--- src/hdl/pll_core_pkg.sv ---
/*
 * Shared constants for the integer-N divider and phase detector core:
 * APB register offsets, frequency word field positions, reset values,
 * prescaler terminal counts and the frequency register selector type.
 * Assumes a 32-bit APB with byte addresses and one word per register.
 */
package pll_core_pkg;

    localparam int ADDR_W = 8;
    localparam int DATA_W = 32;
    localparam int FREQ_W = 20;
    localparam int M_W = 9;
    localparam int A_W = 4;
    localparam int R_W = 6;
    localparam int MODE_W = 8;
    localparam int PER_W = 16;

    // register byte offsets
    localparam logic [ADDR_W-1:0] OFS_FREQ_PRI = 8'h00;
    localparam logic [ADDR_W-1:0] OFS_FREQ_SEC = 8'h04;
    localparam logic [ADDR_W-1:0] OFS_FREQ_EE = 8'h08;
    localparam logic [ADDR_W-1:0] OFS_CTRL = 8'h0C;
    localparam logic [ADDR_W-1:0] OFS_MODE = 8'h10;
    localparam logic [ADDR_W-1:0] OFS_STATUS = 8'h14;
    localparam logic [ADDR_W-1:0] OFS_STORE = 8'h18;

    // frequency word layout, bit i of the word is serial bit i
    localparam int POS_R5 = 0;
    localparam int POS_R4 = 1;
    localparam int POS_M8 = 2;
    localparam int POS_M7 = 3;
    localparam int POS_PB = 4;
    localparam int POS_M6 = 5;
    localparam int POS_R3 = 12;
    localparam int POS_A3 = 16;

    // control and mode fields
    localparam int CTRL_SEL_LSB = 0;
    localparam int CTRL_STORE_WR = 8;
    localparam int CTRL_STORE_LD = 9;
    localparam int MODE_PWRDN = 3;

    // reset values
    localparam logic [FREQ_W-1:0] FREQ_RST = 20'h0_0000;
    localparam logic [FREQ_W-1:0] STORE_RST = 20'h0_0000;
    localparam logic [MODE_W-1:0] MODE_RST = 8'h00;

    // prescaler terminal counts: divide by 10 and by 11
    localparam int PRE_DIV_LOW = 10;
    localparam int PRE_DIV_HIGH = 11;
    localparam logic [3:0] PRE_LIMIT_LOW = 4'(PRE_DIV_LOW - 1);
    localparam logic [3:0] PRE_LIMIT_HIGH = 4'(PRE_DIV_HIGH - 1);

    typedef enum logic [1:0] {SEL_PRIMARY, SEL_SECONDARY, SEL_EE} freq_sel_t;

    function automatic logic [M_W-1:0] field_m(input logic [FREQ_W-1:0] w);
        logic [M_W-1:0] m;
        m = '0;
        m[8] = w[POS_M8];
        m[7] = w[POS_M7];
        for (int k = 0; k < 7; k++) begin
            m[6-k] = w[POS_M6+k];
        end
        return m;
    endfunction : field_m

    function automatic logic [A_W-1:0] field_a(input logic [FREQ_W-1:0] w);
        logic [A_W-1:0] a;
        a = '0;
        for (int k = 0; k < 4; k++) begin
            a[3-k] = w[POS_A3+k];
        end
        return a;
    endfunction : field_a

    function automatic logic [R_W-1:0] field_r(input logic [FREQ_W-1:0] w);
        logic [R_W-1:0] r;
        r = '0;
        r[5] = w[POS_R5];
        r[4] = w[POS_R4];
        for (int k = 0; k < 4; k++) begin
            r[3-k] = w[POS_R3+k];
        end
        return r;
    endfunction : field_r

endpackage : pll_core_pkg

--- src/hdl/edge_sync.sv ---
/*
 * Two-flop synchroniser with rising edge detector for an asynchronous pin.
 * Assumes the pin stays high and low for at least two clock periods.
 */
module edge_sync (
    input wire logic clk,
    input wire logic rst_n,
    input wire logic pin,
    output logic rise
);
    logic meta_ff;
    logic sync_ff;
    logic prev_ff;

    always_ff @(posedge clk or negedge rst_n) begin
        if (!rst_n) begin
            meta_ff <= 1'b0;
            sync_ff <= 1'b0;
            prev_ff <= 1'b0;
        end else begin
            meta_ff <= pin;
            sync_ff <= meta_ff;
            prev_ff <= sync_ff;
        end
    end

    assign rise = sync_ff & ~prev_ff;

endmodule : edge_sync

--- src/hdl/div_count.sv ---
/*
 * Programmable divider: emits done on the tick that completes limit+1 ticks.
 * Assumes tick is a one-cycle enable in the same clock domain.
 */
module div_count #(
    parameter int W = 9
) (
    input wire logic clk,
    input wire logic rst_n,
    input wire logic tick,
    input wire logic [W-1:0] limit,
    output logic done
);
    logic [W-1:0] cnt_ff;

    // >= so a limit lowered mid-count cannot strand the counter
    assign done = tick && (cnt_ff >= limit);

    always_ff @(posedge clk or negedge rst_n) begin
        if (!rst_n) begin
            cnt_ff <= '0;
        end else if (done) begin
            cnt_ff <= '0;
        end else if (tick) begin
            cnt_ff <= cnt_ff + 1'b1;
        end
    end

endmodule : div_count

--- src/hdl/pll_divider_pfd.sv ---
/*
 * Digital core of an integer-N synthesizer: 10/11 prescaler with swallow
 * counter, main counter, 6-bit reference counter and phase-frequency detector,
 * with three frequency registers, a 20-bit store and a mode register on APB.
 * Assumes vco_in and ref_in are asynchronous pins well below pclk/4.
 *
 */
module pll_divider_pfd #(
    parameter logic [pll_core_pkg::FREQ_W-1:0] STORE_INIT = pll_core_pkg::STORE_RST
) (
    input wire logic pclk,
    input wire logic presetn,
    input wire logic psel,
    input wire logic penable,
    input wire logic pwrite,
    input wire logic [pll_core_pkg::ADDR_W-1:0] paddr,
    input wire logic [pll_core_pkg::DATA_W-1:0] pwdata,
    output logic [pll_core_pkg::DATA_W-1:0] prdata,
    output logic pready,
    output logic pslverr,
    input wire logic vco_in,
    input wire logic ref_in,
    output logic pump_up_pulse_n,
    output logic pump_down_pulse_n,
    output logic [1:0] charge_pump_output,
    output logic lock_detect_en
);
    import pll_core_pkg::*;

    logic [FREQ_W-1:0] freq_pri_ff;
    logic [FREQ_W-1:0] freq_sec_ff;
    logic [FREQ_W-1:0] freq_ee_ff;
    logic [FREQ_W-1:0] store_ff;
    logic [MODE_W-1:0] mode_ff;
    freq_sel_t sel_ff;
    logic pready_ff;
    logic pslverr_ff;
    logic [DATA_W-1:0] prdata_ff;
    logic pump_up_n_ff;
    logic pump_down_n_ff;
    logic [1:0] cp_ff;
    logic lock_en_ff;
    logic [A_W-1:0] swallow_ff;

    // APB decode
    wire setup = psel & ~penable;
    wire access = psel & penable & pready_ff;
    wire wr_en = access & pwrite;
    wire hit_pri = (paddr == OFS_FREQ_PRI);
    wire hit_sec = (paddr == OFS_FREQ_SEC);
    wire hit_ee = (paddr == OFS_FREQ_EE);
    wire hit_ctrl = (paddr == OFS_CTRL);
    wire hit_mode = (paddr == OFS_MODE);
    wire hit_status = (paddr == OFS_STATUS);
    wire hit_store = (paddr == OFS_STORE);
    wire mapped = hit_pri | hit_sec | hit_ee | hit_ctrl | hit_mode | hit_status | hit_store;
    wire [1:0] wr_sel = pwdata[CTRL_SEL_LSB +: 2];
    wire sel_legal = (wr_sel != 2'b11);
    wire store_wr = wr_en & hit_ctrl & pwdata[CTRL_STORE_WR];
    wire store_ld = wr_en & hit_ctrl & pwdata[CTRL_STORE_LD];

    // selected register and its fields
    wire [FREQ_W-1:0] cfg_word = (sel_ff == SEL_PRIMARY) ? freq_pri_ff :
                                 (sel_ff == SEL_SECONDARY) ? freq_sec_ff : freq_ee_ff;
    wire [M_W-1:0] m_val = field_m(cfg_word);
    wire [A_W-1:0] a_val = field_a(cfg_word);
    wire [R_W-1:0] r_val = field_r(cfg_word);
    wire prescaler_bypass_bit = cfg_word[POS_PB];
    wire powered = ~mode_ff[MODE_PWRDN];

    wire [DATA_W-1:0] status_word = {25'h0, lock_en_ff, pump_up_n_ff, pump_down_n_ff,
                                     prescaler_bypass_bit, powered, sel_ff};
    wire [DATA_W-1:0] rd_word = hit_pri ? {12'h0, freq_pri_ff} :
                                hit_sec ? {12'h0, freq_sec_ff} :
                                hit_ee ? {12'h0, freq_ee_ff} :
                                hit_ctrl ? {30'h0, sel_ff} :
                                hit_mode ? {24'h0, mode_ff} :
                                hit_status ? status_word :
                                hit_store ? {12'h0, store_ff} : 32'h0000_0000;

    // answer one cycle after setup, no wait states
    always_ff @(posedge pclk or negedge presetn) begin
        if (!presetn) begin
            pready_ff <= 1'b0;
            pslverr_ff <= 1'b0;
            prdata_ff <= '0;
        end else begin
            pready_ff <= setup;
            pslverr_ff <= setup & ~mapped;
            prdata_ff <= (setup & ~pwrite) ? rd_word : '0;
        end
    end

    always_ff @(posedge pclk or negedge presetn) begin
        if (!presetn) begin
            freq_pri_ff <= FREQ_RST;
            freq_sec_ff <= FREQ_RST;
            freq_ee_ff <= FREQ_RST;
        end else begin
            if (wr_en & hit_pri) freq_pri_ff <= pwdata[FREQ_W-1:0];
            if (wr_en & hit_sec) freq_sec_ff <= pwdata[FREQ_W-1:0];
            if (store_ld) begin
                freq_ee_ff <= store_ff;
            end else if (wr_en & hit_ee) begin
                freq_ee_ff <= pwdata[FREQ_W-1:0];
            end
        end
    end

    // store and transfer register swap cleanly if both commands coincide
    always_ff @(posedge pclk or negedge presetn) begin
        if (!presetn) begin
            store_ff <= STORE_INIT;
        end else if (store_wr) begin
            store_ff <= freq_ee_ff;
        end
    end

    always_ff @(posedge pclk or negedge presetn) begin
        if (!presetn) begin
            mode_ff <= MODE_RST;
            sel_ff <= SEL_PRIMARY;
        end else begin
            if (wr_en & hit_mode) mode_ff <= pwdata[MODE_W-1:0];
            if (wr_en & hit_ctrl & sel_legal) sel_ff <= freq_sel_t'(wr_sel);
        end
    end

    // pins into pclk domain; rate limit is pclk/4, a simulation trade-off
    logic vco_rise;
    logic ref_rise;

    edge_sync u_vco_sync (
        .clk(pclk),
        .rst_n(presetn),
        .pin(vco_in),
        .rise(vco_rise)
    );

    edge_sync u_ref_sync (
        .clk(pclk),
        .rst_n(presetn),
        .pin(ref_in),
        .rise(ref_rise)
    );

    // main chain
    wire vco_tick = vco_rise & powered;
    wire pre_tick = vco_tick & ~prescaler_bypass_bit;
    wire use_high = (swallow_ff < a_val);
    wire [3:0] pre_limit = use_high ? PRE_LIMIT_HIGH : PRE_LIMIT_LOW;
    logic pre_done;
    logic fp_edge;

    div_count #(.W(4)) u_prescaler (
        .clk(pclk),
        .rst_n(presetn),
        .tick(pre_tick),
        .limit(pre_limit),
        .done(pre_done)
    );

    wire main_tick = prescaler_bypass_bit ? vco_tick : pre_done;

    div_count #(.W(M_W)) u_main (
        .clk(pclk),
        .rst_n(presetn),
        .tick(main_tick),
        .limit(m_val),
        .done(fp_edge)
    );

    // swallow idles in bypass
    always_ff @(posedge pclk or negedge presetn) begin
        if (!presetn) begin
            swallow_ff <= '0;
        end else if (fp_edge | prescaler_bypass_bit) begin
            swallow_ff <= '0;
        end else if (pre_done & use_high) begin
            swallow_ff <= swallow_ff + 1'b1;
        end
    end

    // reference chain; limit 0 gives one output per reference edge
    wire ref_tick = ref_rise & powered;
    logic fc_edge;

    div_count #(.W(R_W)) u_ref (
        .clk(pclk),
        .rst_n(presetn),
        .tick(ref_tick),
        .limit(r_val),
        .done(fc_edge)
    );

    // phase-frequency detector; a pending pulse lasts until the other edge
    wire up_set = ~pump_up_n_ff | fc_edge;
    wire dn_set = ~pump_down_n_ff | fp_edge;
    wire both_seen = up_set & dn_set;
    wire nxt_up_n = ~(up_set & ~both_seen & powered);
    wire nxt_down_n = ~(dn_set & ~both_seen & powered);

    always_ff @(posedge pclk or negedge presetn) begin
        if (!presetn) begin
            pump_up_n_ff <= 1'b1;
            pump_down_n_ff <= 1'b1;
            cp_ff <= 2'h0;
            lock_en_ff <= 1'b1;
        end else begin
            pump_up_n_ff <= nxt_up_n;
            pump_down_n_ff <= nxt_down_n;
            cp_ff <= {~nxt_up_n, ~nxt_down_n};
            lock_en_ff <= nxt_up_n & nxt_down_n;
        end
    end

    assign prdata = prdata_ff;
    assign pready = pready_ff;
    assign pslverr = pslverr_ff;
    assign pump_up_pulse_n = pump_up_n_ff;
    assign pump_down_pulse_n = pump_down_n_ff;
    assign charge_pump_output = cp_ff;
    assign lock_detect_en = lock_en_ff;

    // checking helpers: input edges per output period, config stability
    logic [PER_W-1:0] vco_per_ff;
    logic [PER_W-1:0] ref_per_ff;
    logic [FREQ_W+2:0] prev_cfg_ff;
    logic main_settled_ff;
    logic ref_settled_ff;
    wire [FREQ_W+2:0] cfg_key = {cfg_word, sel_ff, powered};
    wire cfg_changed = (cfg_key != prev_cfg_ff);
    wire [PER_W-1:0] exp_high = PER_W'(m_val) * 16'd10 + 16'd10 + PER_W'(a_val);
    wire [PER_W-1:0] exp_bypass = PER_W'(m_val) + 16'd1;
    wire [PER_W-1:0] exp_ref = PER_W'(r_val) + 16'd1;

    always_ff @(posedge pclk or negedge presetn) begin
        if (!presetn) begin
            vco_per_ff <= '0;
            ref_per_ff <= '0;
            prev_cfg_ff <= '0;
            main_settled_ff <= 1'b0;
            ref_settled_ff <= 1'b0;
        end else begin
            prev_cfg_ff <= cfg_key;
            vco_per_ff <= fp_edge ? '0 : vco_per_ff + PER_W'(vco_tick);
            ref_per_ff <= fc_edge ? '0 : ref_per_ff + PER_W'(ref_tick);
            main_settled_ff <= cfg_changed ? 1'b0 : (main_settled_ff | fp_edge);
            ref_settled_ff <= cfg_changed ? 1'b0 : (ref_settled_ff | fc_edge);
        end
    end
endmodule : pll_divider_pfd

--- config.mk ---
export PLATFORM = sky130hd
export DESIGN_NAME = pll_divider_pfd
export DESIGN_NICKNAME = d
export VERILOG_FILES = /design/src/hdl/pll_core_pkg.sv /design/src/hdl/edge_sync.sv /design/src/hdl/div_count.sv /design/src/hdl/pll_divider_pfd.sv
export SDC_FILE = /design/constraint.sdc
export NUM_CORES = 1
export LEC_CHECK = 0
export BUFFER_PORTS_ARGS = -buffer_cell sky130_fd_sc_hd__buf_2
export CAP_MARGIN = 10
export CORE_MARGIN = 1.5
export CORE_UTILIZATION = 60
export CTS_BUF_LIST = sky130_fd_sc_hd__clkbuf_2 sky130_fd_sc_hd__clkbuf_4 sky130_fd_sc_hd__clkbuf_8
export CTS_CLUSTER_DIAMETER = 30
export DETAILED_ROUTE_END_ITERATION = 6
export GPL_TIMING_DRIVEN = 0
export PLACE_DENSITY = 0.84
export SETUP_SLACK_MARGIN = 0.2
export SYNTH_ARGS = -nofsm -noshare
export SYNTH_HDL_FRONTEND = slang
export SYNTH_SLANG_ARGS = --single-unit
--- constraint.sdc ---
create_clock -name pclk -period 4.1 [get_ports pclk]
set_clock_uncertainty 0.05 [all_clocks]
set_input_delay 0.82 -clock pclk [delete_from_list [all_inputs] [get_ports pclk]]
set_output_delay 0.82 -clock pclk [all_outputs]
set_load 0.01 [all_outputs]
==> run_results.csv <==
group,metric,value,unit
power_and_ir_drop,power_density,323,mW/mm2
routing,dr.pass1.iters,6,
run,cap_viol_max_count,0,
timing,maxSlewViolCount,0,
timing,hold_viol_final,0,
logic_synthesis,synth_area,0.00733,mm2
layout,stdcell_area,0.00834,mm2
setup_path,cp.required,4.41,ns
cts,post_cts_buffers,0,
layout,fin_util,69.7,%
floorplanning,start_util,61.3,%
setup_path,slowest_delay,0.33,ns
floorplanning,io_pins,86,
layout,fin_nets,850,
cts,cts_sinks,146,
setup_path,path_cells,"clkbuf_2, clkbuf_4, mux2i_1, nor2_1, a21oi_1, ha_1, a21oi_1, o21ai_2, ha_1, nand2b_1, a211o_1, nand2_2, a21o_2, nor2_1, a22o_1",
routing,final_antenna_net_count,0,
placed_design,dp_hpwl,12800,um
cts,numCtsBuffers,17,
layout,regArea,0.00366,mm2
cts,h-tree-depth,4,
power_and_ir_drop,peakVddDrop,0.000228,V
global_routing,grt_use_met2,47.6,%
layout,multiInputGateArea,0.00345,mm2
cts,insertion_delay,0.47,ns
floorplanning,fp.dieArea,0.0129,mm2
placed_design,io_buffers,61,
timing,fmax,0.265,GHz
logic_synthesis,yosysWarnings,0,
timing,rsz0062_at_grt,"false",
power_and_ir_drop,static-leakage-power,3.96,nW
floorplanning,die_x,114,um
layout,layout_commonest_cell,"dfrtp_1",
global_routing,use_met3,6.70,%
logic_synthesis,synth.avg_cell_area,10.7,um2
setup_path,worst-setup-path-type,"reg2reg",
logic_synthesis,async_flop_share,100,%
status,status,"complete, no violations",
global_routing,top_usage_layer,"met2",
layout,num_antenna_cells,0,
global_routing,grt_remaining_overflow,0,
routing,drcViolationCount,0,
cts,path_clk_slew,0.08,ns
global_routing,antenna_found_initial,0,
global_routing,track_usage,30.7,%
layout,drive_gt1_share,26.5,%
power_and_ir_drop,total_power,2.70,mW
setup_path,endpoint_kind,"flop",
floorplanning,fp.dieH,114,um
timing,setup_viol,0,
global_routing,use_met1,41.4,%
layout,fillers,857,
placed_design,postPlaceCellArea,0.00790,mm2
floorplanning,num_rows,40,
cts,post_cts_resized,14,
cts,hold_buffers,0,
layout,layout_common_cells,"dfrtp_1 (143), buf_2 (73), nor2_1 (67), mux2_2 (67), nand2_1 (63)",
global_routing,grt_max_degree,88,
routing,drtIter0Drc,542,
setup_path,start_kind,"flop",
setup_path,crit_fanout,10,
logic_synthesis,ys_seq_area_share,49.9,%
logic_synthesis,synth_edf_count,0,
timing,worst_slew_pin_slew,0.796,ns
timing,tns,0,ns
hold_path,hold_class,"in2async",
global_routing,grt_pass1_wl,30100,um
routing,viasPerCell,6.29,
global_routing,grt_pass1_vias,5819,
logic_synthesis,netlist_instances,687,
routing,wl_per_cell,20.0,um
cts,cts_root_buffer,"clkbuf_8",
timing,timing.final.crit_share,91.9,%
setup_path,critPathSlowestCell,"dfrtp_1",
routing,num_vias,5905,
cts,ctsLongestPathBuffers,2,
placed_design,place.gp.congestion,0.909,
timing,whs,0.276,ns
timing,fin_crit,3.77,ns
layout,syn2layout_area_growth,13.7,%
routing,routed_wl,18800,um
logic_synthesis,ys.flop_type,"dfrtp_1",
logic_synthesis,synth_cell_types,57,
logic_synthesis,yosys_register_bits,146,
timing,timing.slew.headroom,46.5,%
cts,cts_tree,"yes",
setup_path,arrival,4.08,ns
floorplanning,core-area,0.0120,mm2
[cells in the mapped netlist (all sizes together) (3+ instances only)]
cell	instances	area, um2
ha	24	300
buf	31	209
dfstp	3	78.8
nor2	67	251
inv	11	41.3
or2	3	18.8
mux2	67	754
and3	5	31.3
o21ai	38	190
o2bb2ai	3	26.3
xnor2	3	26.3
dfrtp	143	3580
a21o	5	37.5
nor2b	3	18.8
a22o	5	43.8
a22oi	12	90.1
clkbuf	11	41.3
and2	3	18.8
nor4	3	40.0
a21oi	55	275
a221oi	5	43.8
nor3	10	55.1
nand4	3	18.8
mux2i	48	480
nand2b	10	62.6
a31oi	13	81.3
nand3	12	60.1
nand2	64	240
[stage by stage]
stage / setup WS, ns / cells
floorplan: 0.561 / 698
global placement: -0.337 / 906
detailed placement: -0.409 / 907
CTS: 0.250 / 939
global route: 0.153 / 939
finish: 0.333 / 939
[sequential cells by signal, indices dropped and copies added (netlist names), 2 cells and up]
name / cells
prdata: 20
swallow_ff: 4
sel_ff: 2
store_ff: 20
u_prescaler.cnt_ff: 4
freq_ee_ff: 20
u_ref.cnt_ff: 6
freq_sec_ff: 20
mode_ff: 8
freq_pri_ff: 20
charge_pump_output: 2
u_main.cnt_ff: 9
[power breakdown]
| group | internal (mW) | switching, mW |
|---|---|---|
| clock | 0.559 | 0.560 |
| combinational | 0.0408 | 0.0839 |
| sequential | 1.45 | 0.00586 |
| total | 2.05 | 0.650 |
[critical path, delay by kind of cell (launching register included)]
kind	cells	cell delay, ns
buf+inv	2	0.54
simple gates	4	0.51
flops	1	0.33
compound gates	6	1.41
fa+ha+maj	2	0.59
mux	1	0.23
[logic make-up after synthesis]
group,count (synthesis),share of synthesized area [%]
compound gates,157,13.1
xor+xnor,3,0.358
fa+ha+maj,24,4.10
buf+inv,53,3.98
flops,146,49.9
mux,115,16.8
other cells,1,0.0512
simple gates,188,11.6
[cell type report]
cell class	instances	share of cell area, %
Buffer	42	3.26
Clock buffer	19	3.06
Clock inverter	13	1.65
Inverter	11	0.495
Multi-Input combinational cell	499	41.4
Sequential cell	146	43.9
Tap cell	147	2.21
Timing Repair Buffer	62	4.07
[routing by layer]
metal | part of all wire (%) | up-vias
met4 | 3.5 | 0
met3 | 8.4 | 62
met2 | 47 | 325
met1 | 41 | 2888
met5 | 0 | -
li1 | - | 2630
[worst paths after layout]
kind	start	end	slack, ns	depth (start not counted)
max	sel_ff[0]	u_main.cnt_ff[8]	0.33	15
min	presetn	prdata[5]	0.28	1
max reg2reg	sel_ff[0]	u_main.cnt_ff[8]	0.33	15
min reg2reg	u_ref_sync.meta_ff	u_ref_sync.sync_ff	0.30	0
max in group asynchronous	presetn	u_ref.cnt_ff[3]	2.90	2
min in group pclk	u_ref_sync.meta_ff	u_ref_sync.sync_ff	0.30	0
(Power assumes the default switching activity.)
